[config.mk]
export PLATFORM = sky130hd
export DESIGN_NAME = i2c_function_address_enable
export DESIGN_NICKNAME = d
export VERILOG_FILES = /design/src/i2c_fe_pkg.sv /design/src/i2c_function_address_enable.sv
export SDC_FILE = /design/constraint.sdc
export NUM_CORES = 1
export LEC_CHECK = 0
export BUFFER_PORTS_ARGS = -buffer_cell sky130_fd_sc_hd__buf_4
export CAP_MARGIN = 20
export CORE_MARGIN = 2
export CORE_UTILIZATION = 48
export DETAILED_ROUTE_END_ITERATION = 12
export HOLD_SLACK_MARGIN = 0.06
export MAX_ROUTING_LAYER = met4
export PLACE_DENSITY = 0.78
export SETUP_SLACK_MARGIN = 0.1
export SYNTH_ARGS = -nofsm -noshare
export SYNTH_HDL_FRONTEND = slang
export SYNTH_SLANG_ARGS = --single-unit
[constraint.sdc]
create_clock -name mclk -period 2.42 [get_ports mclk]
set_input_delay 0.484 -clock mclk [delete_from_list [all_inputs] [get_ports mclk]]
set_output_delay 0.484 -clock mclk [all_outputs]
set_load 0.02 [all_outputs]
[src/i2c_fe_pkg.sv]
package i2c_fe_pkg;

    // geometry
    localparam int NCH   = 2;
    localparam int NSLOT = 3;
    localparam int AW    = 20;
    localparam int FILT_STAGES = 3;

    // register map, channel 1 sits one stride above channel 0
    localparam logic [AW-1:0] FE_ADDR   = 20'h88305;
    localparam logic [AW-1:0] ADE_ADDR  = 20'h88306;
    localparam logic [AW-1:0] STAT_ADDR = 20'h8830F;
    localparam logic [AW-1:0] CH_STRIDE = 20'h00020;

    // reset values and writable masks
    localparam logic [7:0] FE_RST    = 8'h72;
    localparam logic [7:0] ADE_RST   = 8'h09;
    localparam logic [7:0] FE_WMASK  = 8'h7F;
    localparam logic [7:0] ADE_WMASK = 8'hAF;

    // fixed address patterns
    localparam logic [6:0] GC_ADDR    = 7'h00;
    localparam logic [6:0] DEVID_ADDR = 7'h7C;
    localparam logic [6:0] HOST_ADDR  = 7'h08;
    localparam logic       RW_WRITE   = 1'h0;

    // timeout terminal counts
    localparam logic [15:0] TMO_LONG_MAX  = 16'hFFFF;
    localparam logic [13:0] TMO_SHORT_MAX = 14'h3FFF;

    typedef struct packed {
        logic rsvd7;
        logic scl_sync_en;
        logic digital_filter_en;
        logic nack_suspend_en;
        logic slave_arb_lost_det_en;
        logic nack_tx_arb_lost_en;
        logic master_arb_lost_det_en;
        logic timeout_func_en;
    } func_en_t;

    typedef struct packed {
        logic host_addr_en;
        logic rsvd6;
        logic device_id_det_en;
        logic rsvd4;
        logic general_call_en;
        logic addr_slot2_en;
        logic addr_slot1_en;
        logic addr_slot0_en;
    } addr_en_t;

    typedef struct packed {
        logic [2:0] rsvd;
        logic       transmit;
        logic       master;
        logic       nack_susp;
        logic       arb_lost;
        logic       timeout;
    } stat_t;

    typedef struct packed {
        logic load;
        logic master;
        logic tx;
    } mode_t;

    typedef struct packed {
        logic smp;
        logic drv;
        logic ack_slot;
    } bitev_t;

    typedef struct packed {
        logic       vld;
        logic       first;
        logic [7:0] data;
    } frame_t;

    typedef struct packed {
        logic             host;
        logic             devid;
        logic             gcall;
        logic [NSLOT-1:0] slot;
    } hit_t;

    typedef enum logic [1:0] {
        SG_IDLE = 2'b00,
        SG_LOW  = 2'b01,
        SG_WAIT = 2'b10,
        SG_HIGH = 2'b11
    } sg_state_t;

    function automatic logic [AW-1:0] ch_ofs(input int c);
        return CH_STRIDE * AW'(c);
    endfunction

endpackage

[src/i2c_function_address_enable.sv]
// Functional notes
// - timeout detection runs only when enabled
// - master arbitration loss clears master, transmit flags
// - ACK seen while sending NACK loses arbitration
// - slave transmit mismatch loses arbitration
// - received NACK suspends next transfer when enabled
// - suspension disabled: transfers continue regardless
// - noise filter used only when enabled
// - generated SCL follows sensed SCL when synced
// - unsynced SCL uses programmed widths only
// - reserved bits read zero, software writes zero
// - function enable resets to 0x72
// - address detect enable resets to 0x09
// - two channels at separate addresses
// - enabled slots compare received address
// - disabled slots ignored even on match
// - general call recognised when enabled
// - general call ignored when disabled
// - device-ID first frame recognised when enabled
// - device-ID disabled: frame is ordinary address
// - host address recognised with SMBus and enable
// - host address ignored unless both set
// - SMBus selection makes host enable effective
// - timeout counter 16 bit long, 14 short
//
// Decided for this implementation: the address-and-strobe port.
module i2c_function_address_enable
    import i2c_fe_pkg::*;
(
    // clock and reset
    input  wire logic          mclk,
    input  wire logic          rst,
    // register port
    input  wire logic [AW-1:0] reg_addr,
    input  wire logic [7:0]    reg_wdata,
    input  wire logic          reg_we,
    input  wire logic          reg_re,
    output logic      [7:0]    reg_rdata,
    // bus pins
    input  wire logic          scl_in             [NCH],
    input  wire logic          sda_in             [NCH],
    output logic               scl_out            [NCH],
    output logic               scl_oe             [NCH],
    // settings held outside this block
    input  wire logic          smbus_select       [NCH],
    input  wire logic          timeout_length_sel [NCH],
    input  wire logic [7:0]    scl_high_width     [NCH],
    input  wire logic [7:0]    scl_low_width      [NCH],
    input  wire logic [6:0]    slot_addr          [NCH][NSLOT],
    // protocol engine side
    input  wire logic          scl_gen_run        [NCH],
    input  wire mode_t         mode_in            [NCH],
    input  wire bitev_t        bit_ev             [NCH],
    input  wire logic          resume             [NCH],
    input  wire frame_t        frame              [NCH],
    output logic               scl_filt           [NCH],
    output logic               sda_filt           [NCH],
    output logic               master_flag        [NCH],
    output logic               transmit_flag      [NCH],
    output logic               arb_lost           [NCH],
    output logic               nack_susp          [NCH],
    output logic               timeout_det        [NCH],
    output hit_t               addr_hit           [NCH],
    output logic               addr_hit_vld       [NCH]
);

    logic [7:0] fe_q   [NCH];
    logic [7:0] ade_q  [NCH];
    logic [7:0] stat_v [NCH];

    // read port, data valid only the cycle after the strobe
    always_ff @(posedge mclk) begin
        if (rst) begin
            reg_rdata <= '0;
        end else begin
            reg_rdata <= '0;
            if (reg_re) begin
                for (int c = 0; c < NCH; c++) begin
                    if (reg_addr == FE_ADDR + ch_ofs(c)) begin
                        reg_rdata <= fe_q[c];
                    end
                    if (reg_addr == ADE_ADDR + ch_ofs(c)) begin
                        reg_rdata <= ade_q[c];
                    end
                    if (reg_addr == STAT_ADDR + ch_ofs(c)) begin
                        reg_rdata <= stat_v[c];
                    end
                end
            end
        end
    end

    for (genvar c = 0; c < NCH; c++) begin : g_ch
        localparam logic [AW-1:0] OFS = ch_ofs(c);

        func_en_t        fe;
        addr_en_t        ade;
        logic [FILT_STAGES-1:0] scl_hist_q;
        logic [FILT_STAGES-1:0] sda_hist_q;
        logic [15:0]     tmo_cnt_q;
        logic            scl_prev_q;
        logic            tmo_hit;
        logic            lost_m;
        logic            lost_n;
        logic            lost_s;
        logic            nack_rx;
        sg_state_t       sg_q;
        logic [7:0]      sg_cnt_q;
        logic [6:0]      f_addr;
        logic            f_rw;
        logic            devid_m;
        logic [NSLOT-1:0] slot_en;
        logic [NSLOT-1:0] slot_m;
        logic            tmo_st_q;
        logic            arb_st_q;
        logic            stat_rd;

        assign fe      = func_en_t'(fe_q[c]);
        assign ade     = addr_en_t'(ade_q[c]);
        assign stat_rd = reg_re && (reg_addr == STAT_ADDR + OFS);
        assign stat_v[c] = stat_t'({3'h0, transmit_flag[c], master_flag[c],
                                    nack_susp[c], arb_st_q, tmo_st_q});

        // enable registers; reserved bits masked off on write
        always_ff @(posedge mclk) begin
            if (rst) begin
                fe_q[c] <= FE_RST;
            end else if (reg_we && reg_addr == FE_ADDR + OFS) begin
                fe_q[c] <= reg_wdata & FE_WMASK;
            end
        end

        always_ff @(posedge mclk) begin
            if (rst) begin
                ade_q[c] <= ADE_RST;
            end else if (reg_we && reg_addr == ADE_ADDR + OFS) begin
                ade_q[c] <= reg_wdata & ADE_WMASK;
            end
        end

        // digital noise filter: when enabled, output moves only on agreeing samples; bypassed, it follows each input sample
        always_ff @(posedge mclk) begin
            if (rst) begin
                scl_hist_q  <= '1;
                sda_hist_q  <= '1;
                scl_filt[c] <= 1'h1;
                sda_filt[c] <= 1'h1;
            end else begin
                scl_hist_q <= {scl_hist_q[FILT_STAGES-2:0], scl_in[c]};
                sda_hist_q <= {sda_hist_q[FILT_STAGES-2:0], sda_in[c]};
                if (!fe.digital_filter_en) begin
                    scl_filt[c] <= scl_in[c];
                    sda_filt[c] <= sda_in[c];
                end else begin
                    if (&scl_hist_q) scl_filt[c] <= 1'h1;
                    if (~|scl_hist_q) scl_filt[c] <= 1'h0;
                    if (&sda_hist_q) sda_filt[c] <= 1'h1;
                    if (~|sda_hist_q) sda_filt[c] <= 1'h0;
                end
            end
        end

        // timeout: counts while scl holds one level
        assign tmo_hit = fe.timeout_func_en && scl_filt[c] == scl_prev_q &&
                         (timeout_length_sel[c]
                          ? tmo_cnt_q[$bits(TMO_SHORT_MAX)-1:0] == TMO_SHORT_MAX
                          : tmo_cnt_q == TMO_LONG_MAX);

        always_ff @(posedge mclk) begin
            if (rst) begin
                tmo_cnt_q      <= '0;
                scl_prev_q     <= 1'h1;
                timeout_det[c] <= 1'h0;
            end else begin
                scl_prev_q     <= scl_filt[c];
                timeout_det[c] <= tmo_hit;
                if (!fe.timeout_func_en || scl_filt[c] != scl_prev_q) begin
                    tmo_cnt_q <= '0;
                end else begin
                    tmo_cnt_q <= tmo_cnt_q + 16'h0001;
                end
            end
        end

        // arbitration-lost detection
        assign lost_m = fe.master_arb_lost_det_en && master_flag[c] &&
                        transmit_flag[c] && bit_ev[c].smp && !bit_ev[c].ack_slot &&
                        bit_ev[c].drv && !sda_filt[c];
        assign lost_n = fe.nack_tx_arb_lost_en && !transmit_flag[c] &&
                        bit_ev[c].smp && bit_ev[c].ack_slot &&
                        bit_ev[c].drv && !sda_filt[c];
        assign lost_s = fe.slave_arb_lost_det_en && !master_flag[c] &&
                        transmit_flag[c] && bit_ev[c].smp && !bit_ev[c].ack_slot &&
                        bit_ev[c].drv != sda_filt[c];
        assign nack_rx = transmit_flag[c] && bit_ev[c].smp &&
                         bit_ev[c].ack_slot && sda_filt[c];

        always_ff @(posedge mclk) begin
            if (rst) begin
                master_flag[c]   <= 1'h0;
                transmit_flag[c] <= 1'h0;
            end else if (mode_in[c].load) begin
                master_flag[c]   <= mode_in[c].master;
                transmit_flag[c] <= mode_in[c].tx;
            end else if (lost_m) begin
                master_flag[c]   <= 1'h0;
                transmit_flag[c] <= 1'h0;
            end
        end

        always_ff @(posedge mclk) begin
            if (rst) begin
                arb_lost[c] <= 1'h0;
            end else begin
                arb_lost[c] <= lost_m || lost_n || lost_s;
            end
        end

        // suspension holds until the engine resumes; a new nack wins
        always_ff @(posedge mclk) begin
            if (rst) begin
                nack_susp[c] <= 1'h0;
            end else if (fe.nack_suspend_en && nack_rx) begin
                nack_susp[c] <= 1'h1;
            end else if (resume[c]) begin
                nack_susp[c] <= 1'h0;
            end
        end

        // scl generator, open drain: drive low or release
        always_ff @(posedge mclk) begin
            if (rst) begin
                sg_q       <= SG_IDLE;
                sg_cnt_q   <= '0;
                scl_oe[c]  <= 1'h0;
                scl_out[c] <= 1'h0;
            end else begin
                scl_out[c] <= 1'h0;
                case (sg_q)
                    SG_IDLE: begin
                        scl_oe[c] <= 1'h0;
                        sg_cnt_q  <= '0;
                        if (scl_gen_run[c]) begin
                            sg_q      <= SG_LOW;
                            scl_oe[c] <= 1'h1;
                        end
                    end
                    SG_LOW: begin
                        sg_cnt_q <= sg_cnt_q + 8'h01;
                        if (sg_cnt_q >= scl_low_width[c]) begin
                            scl_oe[c] <= 1'h0;
                            sg_cnt_q  <= '0;
                            sg_q      <= fe.scl_sync_en ? SG_WAIT : SG_HIGH;
                        end
                    end
                    SG_WAIT: begin
                        if (scl_filt[c]) begin
                            sg_q <= SG_HIGH;
                        end
                    end
                    SG_HIGH: begin
                        sg_cnt_q <= sg_cnt_q + 8'h01;
                        if (fe.scl_sync_en && !scl_filt[c]) begin
                            sg_q      <= SG_LOW;
                            sg_cnt_q  <= '0;
                            scl_oe[c] <= 1'h1;
                        end else if (sg_cnt_q >= scl_high_width[c]) begin
                            sg_cnt_q  <= '0;
                            sg_q      <= scl_gen_run[c] ? SG_LOW : SG_IDLE;
                            scl_oe[c] <= scl_gen_run[c];
                        end
                    end
                    default: begin
                        sg_q      <= SG_IDLE;
                        scl_oe[c] <= 1'h0;
                    end
                endcase
            end
        end

        // address recognition
        assign f_addr  = frame[c].data[7:1];
        assign f_rw    = frame[c].data[0];
        assign devid_m = ade.device_id_det_en && frame[c].first &&
                         f_addr == DEVID_ADDR;
        assign slot_en = {ade.addr_slot2_en, ade.addr_slot1_en, ade.addr_slot0_en};

        always_comb begin
            slot_m = '0;
            for (int s = 0; s < NSLOT; s++) begin
                slot_m[s] = slot_en[s] && !devid_m &&
                            f_addr == slot_addr[c][s];
            end
        end

        always_ff @(posedge mclk) begin
            if (rst) begin
                addr_hit[c]     <= '0;
                addr_hit_vld[c] <= 1'h0;
            end else begin
                addr_hit_vld[c] <= frame[c].vld;
                if (frame[c].vld) begin
                    addr_hit[c].slot  <= slot_m;
                    addr_hit[c].devid <= devid_m;
                    addr_hit[c].gcall <= ade.general_call_en && f_addr == GC_ADDR &&
                                         f_rw == RW_WRITE;
                    addr_hit[c].host  <= smbus_select[c] && ade.host_addr_en &&
                                         f_addr == HOST_ADDR;
                end
            end
        end

        // sticky status, cleared on read; a new event wins over the clear
        always_ff @(posedge mclk) begin
            if (rst) begin
                tmo_st_q <= 1'h0;
                arb_st_q <= 1'h0;
            end else begin
                tmo_st_q <= tmo_hit || (tmo_st_q && !stat_rd);
                arb_st_q <= lost_m || lost_n || lost_s || (arb_st_q && !stat_rd);
            end
        end

    end
endmodule

======== Word level (Yosys, flattened, before mapping) ========
Memory sizes are Yosys's and may differ from the RTL's.
Cells that the tools add are included.
operators by class
  add/sub/neg operators ................... 4
  $lt $le $gt $ge ......................... 4
  equality and inequality tests ........... 44
  muxes and demuxes ....................... 82
  bitwise operators ....................... 7
  reduce and logical (&&, ||, !) cells .... 132
operators with widths
  kind                     number
  $eq A20 B20 Y1 const B   6
  $mux W8                  11
  $logic_and A1 B1 Y1      80
  $mux W1                  50
  $pmux W8 S3              2
  $eq A7 B7 Y1             6
  $add A16 B1 Y16 const B  2
  $eq A16 B16 Y1 const B   2
  $ge A8 B8 Y1             4
  $eq A14 B14 Y1 const B   2
  $mux W2                  10
  $ne A3 B3 Y1 const B     6
  $reduce_and A3 Y1        6
  $add A8 B1 Y8 const B    2
  $logic_not A1 Y1         16
  $pmux W2 S4              2
  $reduce_or A3 Y1         5
  $eq A7 B4 Y1 const B     2
  $eq A7 B7 Y1 const B     2
  $logic_not A7 Y1         2
  $mux W7                  2
  $mux W6                  2
  $ne A2 B2 Y1 const B     6
  $logic_or A1 B1 Y1       10
  other kinds (13)         35
word-level totals
  bits in registers ....................... 108
  RAM bits ................................ 26
  input bits .............................. 150
  output and inout port bits .............. 40
  logic and storage cells ................. 319
  memories kept ........................... 2
memories
  name   words  width  read ports  clocked after Yosys merged registers in  write ports  line                               RTL
  fe_q   2      7      2           0                                        2            i2c_function_address_enable.sv:67  logic [7:0] fe_q [NCH];
  ade_q  2      6      2           0                                        2            i2c_function_address_enable.sv:68  logic [7:0] ade_q [NCH];

======== Longest topological paths before layout ========
Gate-level depths: netlist of the first run.
An unclocked memory read counts as a cell.
  word-level depth ........................ 10
  gate-level depth with buffers ........... 9
  depth with buffers taken out ............ 8

======== Worst setup path after synthesis of the first run ========
OpenSTA, ideal clock, no wires.
  path type ............................... input port to flip-flop
  start ................................... in reg_addr[17]
  end ..................................... mem fe_q[0][0] (netlist bit) (enable)
  arrival ................................. 2.162 ns
  path slack .............................. -0.113 ns
  stages .................................. 4
  path buffers ............................ 0
  cell sequence ........................... or4_4 -> nor4_4 -> nand2b_4 -> o21bai_1
RTL lines
  element      line                               RTL
  from (decl)  i2c_function_address_enable.sv:34  input wire logic [AW-1:0] reg_addr,
  to (decl)    i2c_function_address_enable.sv:67

======== Worst setup path in the final report of the first run ========
  start ................................... reg g_ch[1].sg_cnt_q[5]
  end ..................................... reg g_ch[1].sg_cnt_q[1]
on the way
  word-level cells in the longest chain between the ends .. 4
RTL lines
  element                 line                                RTL
  from (decl)             i2c_function_address_enable.sv:108  logic [7:0] sg_cnt_q;
  from (signal assigned)  i2c_function_address_enable.sv:249  sg_cnt_q <= sg_cnt_q + 8'h01;
  from (signal assigned)  i2c_function_address_enable.sv:262  sg_cnt_q <= sg_cnt_q + 8'h01;
  $ge A8 B8 Y1            i2c_function_address_enable.sv:267  end else if (sg_cnt_q >= scl_high_width[c]) begin
  $mux W8                 i2c_function_address_enable.sv:267
  $mux W8                 i2c_function_address_enable.sv:263  if (fe.scl_sync_en && !scl_filt[c]) begin
  $pmux W8 S3 *           i2c_function_address_enable.sv:239  case (sg_q)
Every way passes the cells marked *; elsewhere a longest branch is shown, timed or not.
A chain may end at the register's enable or synchronous reset.

==> metrics.yaml, run 1 <==
path_cells: "ha_1 > a211oi_1 > o2111ai_1 > a21oi_2 > nor2_1 > or3b_2 > a21oi_1"
cts_buffers: 17
drt.antenna.violating_nets: 0
nets: 1207
grt_usage: 0.2297
cts.path.max_buffers: 2
first_global_vias: 6102
cp.depth: 7
wl_um: 18260
synth_cell_type_count: 65
switching_power_uw: 1655
cts_resized: 0
grt_first_pass_wirelength_um: 28880
p_clk_frac: 0.399
dp_hpwl_um: 13940
synth_top_area_frac: 0.2969
swShare: 0.2683
ys_warn_count: 0
synth_top_flop_cell: "dfxtp_1"
drc: 0
slowest_stage: "dfxtp_1"
fin_area_um2: 9584
die_y_um: 127.2
yosys.area_share.simple: 0.2421
yosys-top-cells-count: "dfxtp_1 (108), nor2_1 (97), inv_1 (62), xnor2_1 (56), ha_1 (48)"
synth-edff-count: 26
seq_area_frac_synth: 0.4041
crit_family: "compound AO/OA/AOI/OAI gates"
die_area_um2: 16170
async_flop_share: 0
grt_setup_unrepaired: "false"
drive_gt1_frac: 0.2603
worst_ep_required_time_ns: 2.77
wl_per_cell_um: 15.09
antenna_found_initial: 0
synth_fa_ha_area_frac: 0.08247
ys_ff_latch: 134
slowest_delay_ns: 0.45
grt_max_degree: 38
syn_area_per_cell_um2: 9.001
comb_power_share: 0.196
yosysTopAreaCell: "dfxtp_1"
ir_worst_vdd_v: 0.0005502
portBuffers: 187
setup_viol_count_final: 0
synthTopCellsByArea: "dfxtp_1 (30%), edfxtp_1 (11%), ha_1 (8.2%)"
synth_most_common_cell: "dfxtp_1"
critPathKind: "reg -> reg"
postCtsSetupRepairBufs: 0
dpl_cell_area_um2: 8990
powerDensity_nw_per_um2: 643.7
drt_first_pass_iters: 5
leakagePower_uw: 0.004177
synth_area_um2: 7282
synth_top_family_by_area: "simple AND/OR/NAND/NOR gates"
cts.clk_slew.worst_paths_ns: 0.06
synth_compound_gate_area_share: 0.1139
synth-xor-area-share: 0.09141
initial_core_util: 0.4844
viasPerCell: 5.288
num_vias: 6399
critPathBufInv: 0
crit_arrival_ns: 2.55
cts.sink_count: 134
period_share: 0.9067
outcome: "finished clean"
worstSkewPairLatency_ns: 0.42
muxShareOfSynthArea: 0.02079
core_area_um2: 15030
period_minus_slack_ns: 2.194
die_x_um: 127.2
cts_tree: "done"
gp_congestion: 0.8514
skew_ns: 0.006685
hold_path_depth: 2
fp-row-count: 45
syn_inst: 809
grt_overflow: 0
crit_path_end_kind: "flip-flop"
seqPwrFrac: 0.405
start_kind: "flip-flop"
htreeDepth: 4
final_max_slew_viol_count: 0
pre_cts_ws_ns: -0.1018
hold_buffers: 0
ctsRootBufferMaster: "clkbuf_16"
min_path_type: "in -> reg"
drtIter0Drc: 363
p_int_uw: 4514
hold_ws_ns: 0.2536
io_pins: 190
reg2reg_depth: 7
fmax_mhz: 455.8
antenna_cells_inserted: 0
hold_viol_final: 0
timing.final.ws_setup_ns: 0.2259
syn_to_final_growth_pct: 31.62
maxCapViolCount: 0
crit_fanout: 7
==> cell families after synthesis <==
group	Yosys count
simple gates	325
flops	134
compound gates	126
buf+inv	84
xor+xnor	76
fa+ha+maj	48
mux	15
other cells	1
==> power groups by stage <==
| stage | logic [uW] | registers [uW] | clock network (uW) |
|---|---|---|---|
| after global placement | 1140 | 2540 | 0 |
| final | 1210 | 2500 | 2460 |
| after detailed placement | 1160 | 2540 | 0 |
| after global routing | 1340 | 2510 | 2600 |
| after CTS | 1180 | 2500 | 2500 |
| after floorplan | 702 | 2540 | 0 |
==> metrics by stage <==
step           setup TNS, ns  cells    util  power, uW
2_1_floorplan              0    810       -       3237
3_3_place_gp       -0.006787   1178  0.5980       3675
3_5_place_dp         -0.3152   1178  0.5980       3707
4_1_cts                    0   1210  0.6355       6181
5_1_grt                    0   1210  0.6375       6455
6_report                   0   1210  0.6375       6169
==> sequential cells by signal, indices dropped and copies added (netlist names), 4 cells and up <==
name,cells
g_ch.tmo_cnt_q,32
g_ch.sg_cnt_q,16
fe_q,14
addr_hit,12
ade_q,12
reg_rdata,8
g_ch.scl_hist_q,6
g_ch.sda_hist_q,6
g_ch.sg_q,4
==> final cells by class <==
class                   count  area, um2
fillers                  1267       5449
multi-input cells         592       4091
flip-flops and latches    134       2944
repair buffers            202       1516
clock buffers              25      496.7
well taps                 188      235.2
inverters                  62      232.7
clock inverters             7      67.56
==> worst register-to-register path, cell delays in order (launching register included) <==
cell and delay, ns:
dfxtp_1 0.45, ha_1 0.30, a211oi_1 0.26, o2111ai_1 0.21, a21oi_2 0.22, nor2_1 0.08, or3b_2 0.45, a21oi_1 0.15
==> final timing paths <==
| path | startpoint | end | slack (ns) |
|---|---|---|---|
| worst max-delay path | g_ch[1].sg_cnt_q[5]$_SDFFE_PP0P_ | g_ch[1].sg_cnt_q[1]$_SDFFE_PP0P_ | 0.23 |
| worst min-delay path | scl_in[1] | g_ch[0].scl_hist_q[0]$_SDFF_PP1_ | 0.25 |
| worst max register to register | g_ch[1].sg_cnt_q[5]$_SDFFE_PP0P_ | g_ch[1].sg_cnt_q[1]$_SDFFE_PP0P_ | 0.23 |
| worst min register to register | g_ch[0].tmo_cnt_q[0]$_SDFF_PP0_ | g_ch[0].tmo_cnt_q[0]$_SDFF_PP0_ | 0.45 |
==> layer usage <==
layer / wire, um / part of all wire / vias to the layer above / track usage
met3: 795 / 0.044 / 29 / 0.05360
li1: - / - / 3229 / -
met2: 8952 / 0.49 / 171 / 0.3763
met4: 310 / 0.017 / 0 / 0.06464
met5: 0 / 0 / - / -
met1: 8206 / 0.45 / 2970 / 0.2860
==> placed cells by master (no fill, tap or decap), types with 20 or more instances in the layout <==
master / synthesis / final
buf_4: 2 / 202
dfxtp_1: 108 / 107
nor2_1: 97 / 97
inv_1: 62 / 62
xnor2_1: 56 / 56
ha_1: 48 / 48
nand2_1: 37 / 37
a21oi_1: 34 / 33
nand3_1: 30 / 30
o21ai_0: 30 / 28
edfxtp_1: 26 / 26
nand4_1: 24 / 24
xor2_1: 20 / 20
No activity file was read; power rests on OpenSTA's default activity.
==> run 2, diff against run 1 <==
- CORE_UTILIZATION: 48 -> 45
- PLACE_DENSITY: 0.78 -> 0.74
==> run 2 against run 1 <==
  * Clock power increased by 7%
  * Sequential share of layout area down 0.25 points
  * Critical path depth is 1 higher
  * Combinational power barely moved
  * Clock skew is 0.0051 ns higher
  * Critical endpoint is now g_ch[0].sg_cnt_q[1]$_SDFFE_PP0P_
==> metrics.yaml, run 2 (synthesis gave the netlist of run 1 again) <==
timing.final.ws_setup_ns: 0.2060  # was 0.2259 ns
period_share: 0.9149  # was 0.9067
final_common_cell: "buf_4"  # unchanged
die_y_um: 131.2  # was 127.2 um
ctsRootBufferMaster: "clkbuf_16"  # unchanged
first_global_vias: 6055  # was 6102
grt_overflow: 0  # unchanged
cts_tree: "done"  # unchanged
wl_per_cell_um: 14.26  # was 15.09 um
start_kind: "flip-flop"  # unchanged
powerDensity_nw_per_um2: 652.5  # was 643.7 nW/um2
grt_setup_unrepaired: "true"  # was false
drt.antenna.violating_nets: 0  # unchanged
cts.sink_count: 134  # unchanged
fmax_mhz: 451.7  # was 455.8 MHz
grt_first_pass_wirelength_um: 29380  # was 28880 um
nets: 1205  # was 1207
crit_path_end_kind: "flip-flop"  # unchanged
antenna_found_initial: 0  # unchanged
slowest_delay_ns: 0.44  # was 0.45 ns
fp-row-count: 46  # was 45
largestRegisters: "g_ch.tmo_cnt_q: 32 flops, g_ch.sg_cnt_q: 16 flops, fe_q: 14 flops"  # unchanged
initial_core_util: 0.4601  # was 0.4844
finalSetupTns_ns: 0  # unchanged
leakagePower_uw: 0.004186  # was 0.004177 uW
setup_viol_count_final: 0  # unchanged
drtIter0Drc: 291  # was 363
final_max_slew_viol_count: 0  # unchanged
viasPerCell: 5.028  # was 5.288
wl_um: 17610  # was 18260 um
skew_ns: 0.01180  # was 0.006685 ns
outcome: "finished clean"  # unchanged
path_cells: "buf_4 > ha_1 > a211o_1 > a31oi_1 > o211a_1 > nor2_1 > or3b_2 > a21oi_1"  # was ha_1 > a211oi_1 > o2111ai_1 > a21oi_2 > nor2_1 > or3b_2 > a21oi_1
period_minus_slack_ns: 2.214  # was 2.194 ns
worstSkewPairLatency_ns: 0.42  # about the same
min_path_type: "in -> reg"  # unchanged
core_area_um2: 15830  # was 15030 um2
cts.clk_slew.worst_paths_ns: 0.06  # about the same
gp_congestion: 0.8605  # was 0.8514
pre_cts_ws_ns: -0.05475  # was -0.1018 ns
ir_worst_vdd_v: 0.0004955  # was 0.0005502 V
worst_ep_required_time_ns: 2.77  # about the same
drc: 0  # unchanged
hold_viol_final: 0  # unchanged
final_cell_mix: "buf_4 (200), dfxtp_1 (106), nor2_1 (97)"  # was buf_4 (202), dfxtp_1 (107), nor2_1 (97)
slowest_stage: "or3b_2"  # was dfxtp_1
drive_gt1_frac: 0.2650  # was 0.2603
largest_register_ffs: 32  # unchanged
antenna_cells_inserted: 0  # unchanged
dp_hpwl_um: 13830  # was 13940 um
critPathKind: "reg -> reg"  # unchanged
top_register: "g_ch.tmo_cnt_q"  # unchanged
cts_buffers: 17  # unchanged
critPathBufInv: 1  # was 0
die_area_um2: 17220  # was 16170 um2
grt_usage: 0.2166  # was 0.2297
grt_max_degree: 43  # was 38
htreeDepth: 4  # unchanged
drt_first_pass_iters: 5  # unchanged
syn_to_final_growth_pct: 32.75  # was 31.62%
portBuffers: 187  # unchanged
io_pins: 190  # unchanged
die_x_um: 131.2  # was 127.2 um
crit_arrival_ns: 2.56  # was 2.55 ns
maxCapViolCount: 0  # unchanged
crit_fanout: 5  # was 7
cts.path.max_buffers: 2  # unchanged
num_vias: 6210  # was 6399
crit_family: "compound AO/OA/AOI/OAI gates"  # unchanged
run 2: changes by cell type in the layout (fill, tap and decap cells not counted), sizes merged:
cell,before,now
bufinv,1,2
clkbuf,25,21
clkinvlp,1,4
inv,63,62
buf,202,200
run 2: what timing repair did:
item                       in CTS  in global routing
setup endpoints to repair       0                 12
setup buffers                   0                  0
resized for setup               0                  6
hold buffers                    0                  0
run 2: final timing paths:
check / start / endpoint / slack, ns / depth (start not counted)
min: scl_in[1] / g_ch[0].scl_hist_q[0]$_SDFF_PP1_ / 0.26 / 2
max: g_ch[0].sg_cnt_q[2]$_SDFFE_PP0P_ / g_ch[0].sg_cnt_q[1]$_SDFFE_PP0P_ / 0.21 / 8
min reg2reg: g_ch[0].tmo_cnt_q[0]$_SDFF_PP0_ / g_ch[0].tmo_cnt_q[0]$_SDFF_PP0_ / 0.46 / 1
max reg2reg: g_ch[0].sg_cnt_q[2]$_SDFFE_PP0P_ / g_ch[0].sg_cnt_q[1]$_SDFFE_PP0P_ / 0.21 / 8
run 2: worst register-to-register path, delay by kind of cell (launching register included):
family                     cells  cell delay [ns]
DFF                            1             0.31
adders and majority gates      1             0.28
buffers and inverters          1             0.15
AOI/OAI and AO/OA              4             0.87
and+or+nand+nor                2             0.52
run 2: final cells by class:
type,instances,area [um2]
Clock inverter,10,117.6
Inverter,62,232.7
Fill cell,1431,6161
Timing Repair Buffer,200,1501
Tap cell,216,270.3
Sequential cell,134,2945
Clock buffer,21,503.0
Multi-Input combinational cell,592,4096
run 2: where the power goes:
part | internal [uW] | switching (uW)
Clock | 1690 | 940
Combinational | 600 | 580
Sequential | 2390 | 115
Total | 4670 | 1640
run 2: per-stage QoR:
stage	utilization	cells	hold WS (ns)	power [uW]	area, um2
4_1_cts	0.6085	1235	0.2476	6343	9630
2_1_floorplan	-	810	0.4175	3237	7331
3_5_place_dp	0.5692	1204	0.4433	3702	9010
5_1_grt	0.6108	1235	0.2527	6636	9667
6_report	0.6108	1235	0.2582	6308	9667
3_3_place_gp	0.5692	1204	0.4310	3678	9010
run 2: per-layer routing:
layer | part of all wire | vias up | global-route usage
met2 | 0.48 | 147 | 0.3509
li1 | - | 3214 | -
met3 | 0.048 | 28 | 0.04900
met4 | 0.023 | 0 | 0.07488
met1 | 0.45 | 2821 | 0.2675
met5 | 0 | - | -
==> run 3, diff against run 2 <==
- CORE_MARGIN: 2 -> 10
- PLACE_DENSITY: 0.74 -> 0.72
- clock period: 2.42 -> 2.65 ns (I/O delays scaled with it)
==> run 3 against run 2 <==
  * Sequential cell count is the same
  * Final cell count is essentially flat
  * Hold slack gained 0.052 ns
  * Critical endpoint is now g_ch[1].sg_cnt_q[1]$_SDFFE_PP0P_
==> metrics.yaml, run 3 (synthesis gave the netlist of run 1 again) <==
die_area_um2: 21670  # was 17220 um2
antenna_found_initial: 1  # was 0
dp_hpwl_um: 15560  # was 13830 um
syn_to_final_growth_pct: 31.03  # was 32.75%
ir_worst_vdd_v: 0.0004639  # was 0.0004955 V
cts.path.max_buffers: 2  # unchanged
largestRegisters: "g_ch.tmo_cnt_q: 32 flops, g_ch.sg_cnt_q: 16 flops, fe_q: 14 flops"  # unchanged
fp-row-count: 46  # unchanged
grt_usage: 0.1780  # was 0.2166
postLayoutCoreUtil: 0.6007  # was 0.6108
path_cells: "inv_1 > ha_1 > nor2b_1 > o21ai_0 > a2111oi_2 > nor2_1 > or3b_2 > a21oi_1"  # was buf_4 > ha_1 > a211o_1 > a31oi_1 > o211a_1 > nor2_1 > or3b_2 > a21oi_1
setup_viol_count_final: 0  # unchanged
met3_wirelength_um: 921  # was 853 um
grt_setup_unrepaired: "false"  # was true
htreeDepth: 4  # unchanged
cts.clk_slew.worst_paths_ns: 0.05  # was 0.06 ns
gp_congestion: 0.8633  # was 0.8605
leakagePower_uw: 0.004156  # was 0.004186 uW
drtIter0Drc: 352  # was 291
crit_arrival_ns: 2.62  # was 2.56 ns
num_vias: 6208  # was 6210
worst_ep_required_time_ns: 2.99  # was 2.77 ns
largest_register_ffs: 32  # unchanged
grt_overflow: 0  # unchanged
worstSkewPairLatency_ns: 0.41  # was 0.42 ns
initial_core_util: 0.4584  # was 0.4601
outcome: "finished clean"  # unchanged
hold_buffers: 0  # unchanged
cts_buffers: 17  # unchanged
postCtsSetupRepairBufs: 0  # unchanged
drt.antenna.violating_nets: 0  # unchanged
drive_gt1_frac: 0.2527  # was 0.2650
critPathKind: "reg -> reg"  # unchanged
critPathBufInv: 1  # unchanged
slowest_delay_ns: 0.55  # was 0.44 ns
route.met2.wl_um: 9582  # was 8478 um
reg2reg_setup_slack_ns: 0.38  # was 0.21 ns
crit_family: "compound AO/OA/AOI/OAI gates"  # unchanged
drt_first_pass_iters: 5  # unchanged
wl_um: 19460  # was 17610 um
viasPerCell: 5.031  # was 5.028
core_area_um2: 15890  # was 15830 um2
start_kind: "flip-flop"  # unchanged
top_register: "g_ch.tmo_cnt_q"  # unchanged
die_x_um: 147.2  # was 131.2 um
ctsRootBufferMaster: "clkbuf_16"  # unchanged
final_max_slew_viol_count: 0  # unchanged
final_cell_mix: "buf_4 (198), dfxtp_1 (108), nor2_1 (97)"  # was buf_4 (200), dfxtp_1 (106), nor2_1 (97)
final_common_cell: "buf_4"  # unchanged
crit_path_end_kind: "flip-flop"  # unchanged
period_minus_slack_ns: 2.274  # was 2.214 ns
routedLengthMet1_um: 8575  # was 7866 um
grt_max_degree: 48  # was 43
skew_ns: 0.005940  # was 0.01180 ns
io_pins: 190  # unchanged
portBuffers: 187  # unchanged
max_slew_margin: 0.5026
wl_per_cell_um: 15.77  # was 14.26 um
cts_tree: "done"  # unchanged
slowest_stage: "a2111oi_2"  # was or3b_2
hold_viol_final: 0  # unchanged
fmax_mhz: 439.8  # was 451.7 MHz
maxCapViolCount: 0  # unchanged
cts.sink_count: 134  # unchanged
first_global_vias: 5976  # was 6055
finalSetupTns_ns: 0  # unchanged
die_y_um: 147.2  # was 131.2 um
nets: 1203  # was 1205
powerDensity_nw_per_um2: 583.6  # was 652.5 nW/um2
tightest_slew_ns: 0.7364
min_path_type: "in -> reg"  # unchanged
period_share: 0.8581  # was 0.9149
cts_resized: 0  # unchanged
drc: 0  # unchanged
crit_fanout: 6  # was 5
routed.top_layer: "met4"  # unchanged
grt_first_pass_wirelength_um: 30460  # was 29380 um
run 3: area by class of cell:
class / instances / area, um2
fill: 1421 / 6344
clock buffer: 30 / 576.8
clock inverter: 1 / 5.005
inverter: 62 / 232.7
multi-input combinational: 592 / 4025
sequential: 134 / 2943
tap: 216 / 270.3
antenna: 1 / 2.502
timing repair buffer: 198 / 1486
run 3: final timing paths:
kind | cells after the start | end | startpoint
setup reg to reg | 8 | g_ch[1].sg_cnt_q[1]$_SDFFE_PP0P_ | g_ch[1].sg_cnt_q[0]$_SDFFE_PP0P_
setup / recovery | 8 | g_ch[1].sg_cnt_q[1]$_SDFFE_PP0P_ | g_ch[1].sg_cnt_q[0]$_SDFFE_PP0P_
hold reg to reg | 1 | g_ch[0].tmo_cnt_q[0]$_SDFF_PP0_ | g_ch[0].tmo_cnt_q[0]$_SDFF_PP0_
hold / removal | 2 | g_ch[0].scl_hist_q[0]$_SDFF_PP1_ | scl_in[1]
run 3: stage by stage:
step	hold WS (ns)	cells	area (um2)	setup slack [ns]	total power (uW)
after floorplan	0.4175	810	7293	0.1247	2951
after global placement	0.4315	1202	8957	0.1476	3350
after detailed placement	0.4345	1202	8957	0.06151	3371
after CTS	0.2986	1233	9539	0.3554	5628
after global routing	0.3016	1234	9542	0.1548	5858
final	0.3107	1234	9542	0.3762	5569
run 3: power by group:
group / total, uW / internal (uW) / switching (uW)
Clock: 2240 / 1450 / 791
Combinational: 1040 / 522 / 521
Sequential: 2280 / 2180 / 104
Total: 5570 / 4150 / 1420
run 3: worst reg2reg max path, delay by kind of cell, from the launching register on:
kind / cells / cell delay [ns]
compound gates: 3 / 0.80
fa+ha+maj: 1 / 0.28
buf+inv: 1 / 0.09
flops: 1 / 0.40
simple gates: 3 / 0.63
run 3: per-layer routing:
| metal | vias to the layer above | track usage |
|---|---|---|
| met5 | - | - |
| met4 | 0 | 0.05649 |
| met3 | 20 | 0.04822 |
| met2 | 134 | 0.2881 |
| met1 | 2847 | 0.2112 |
| li1 | 3207 | - |
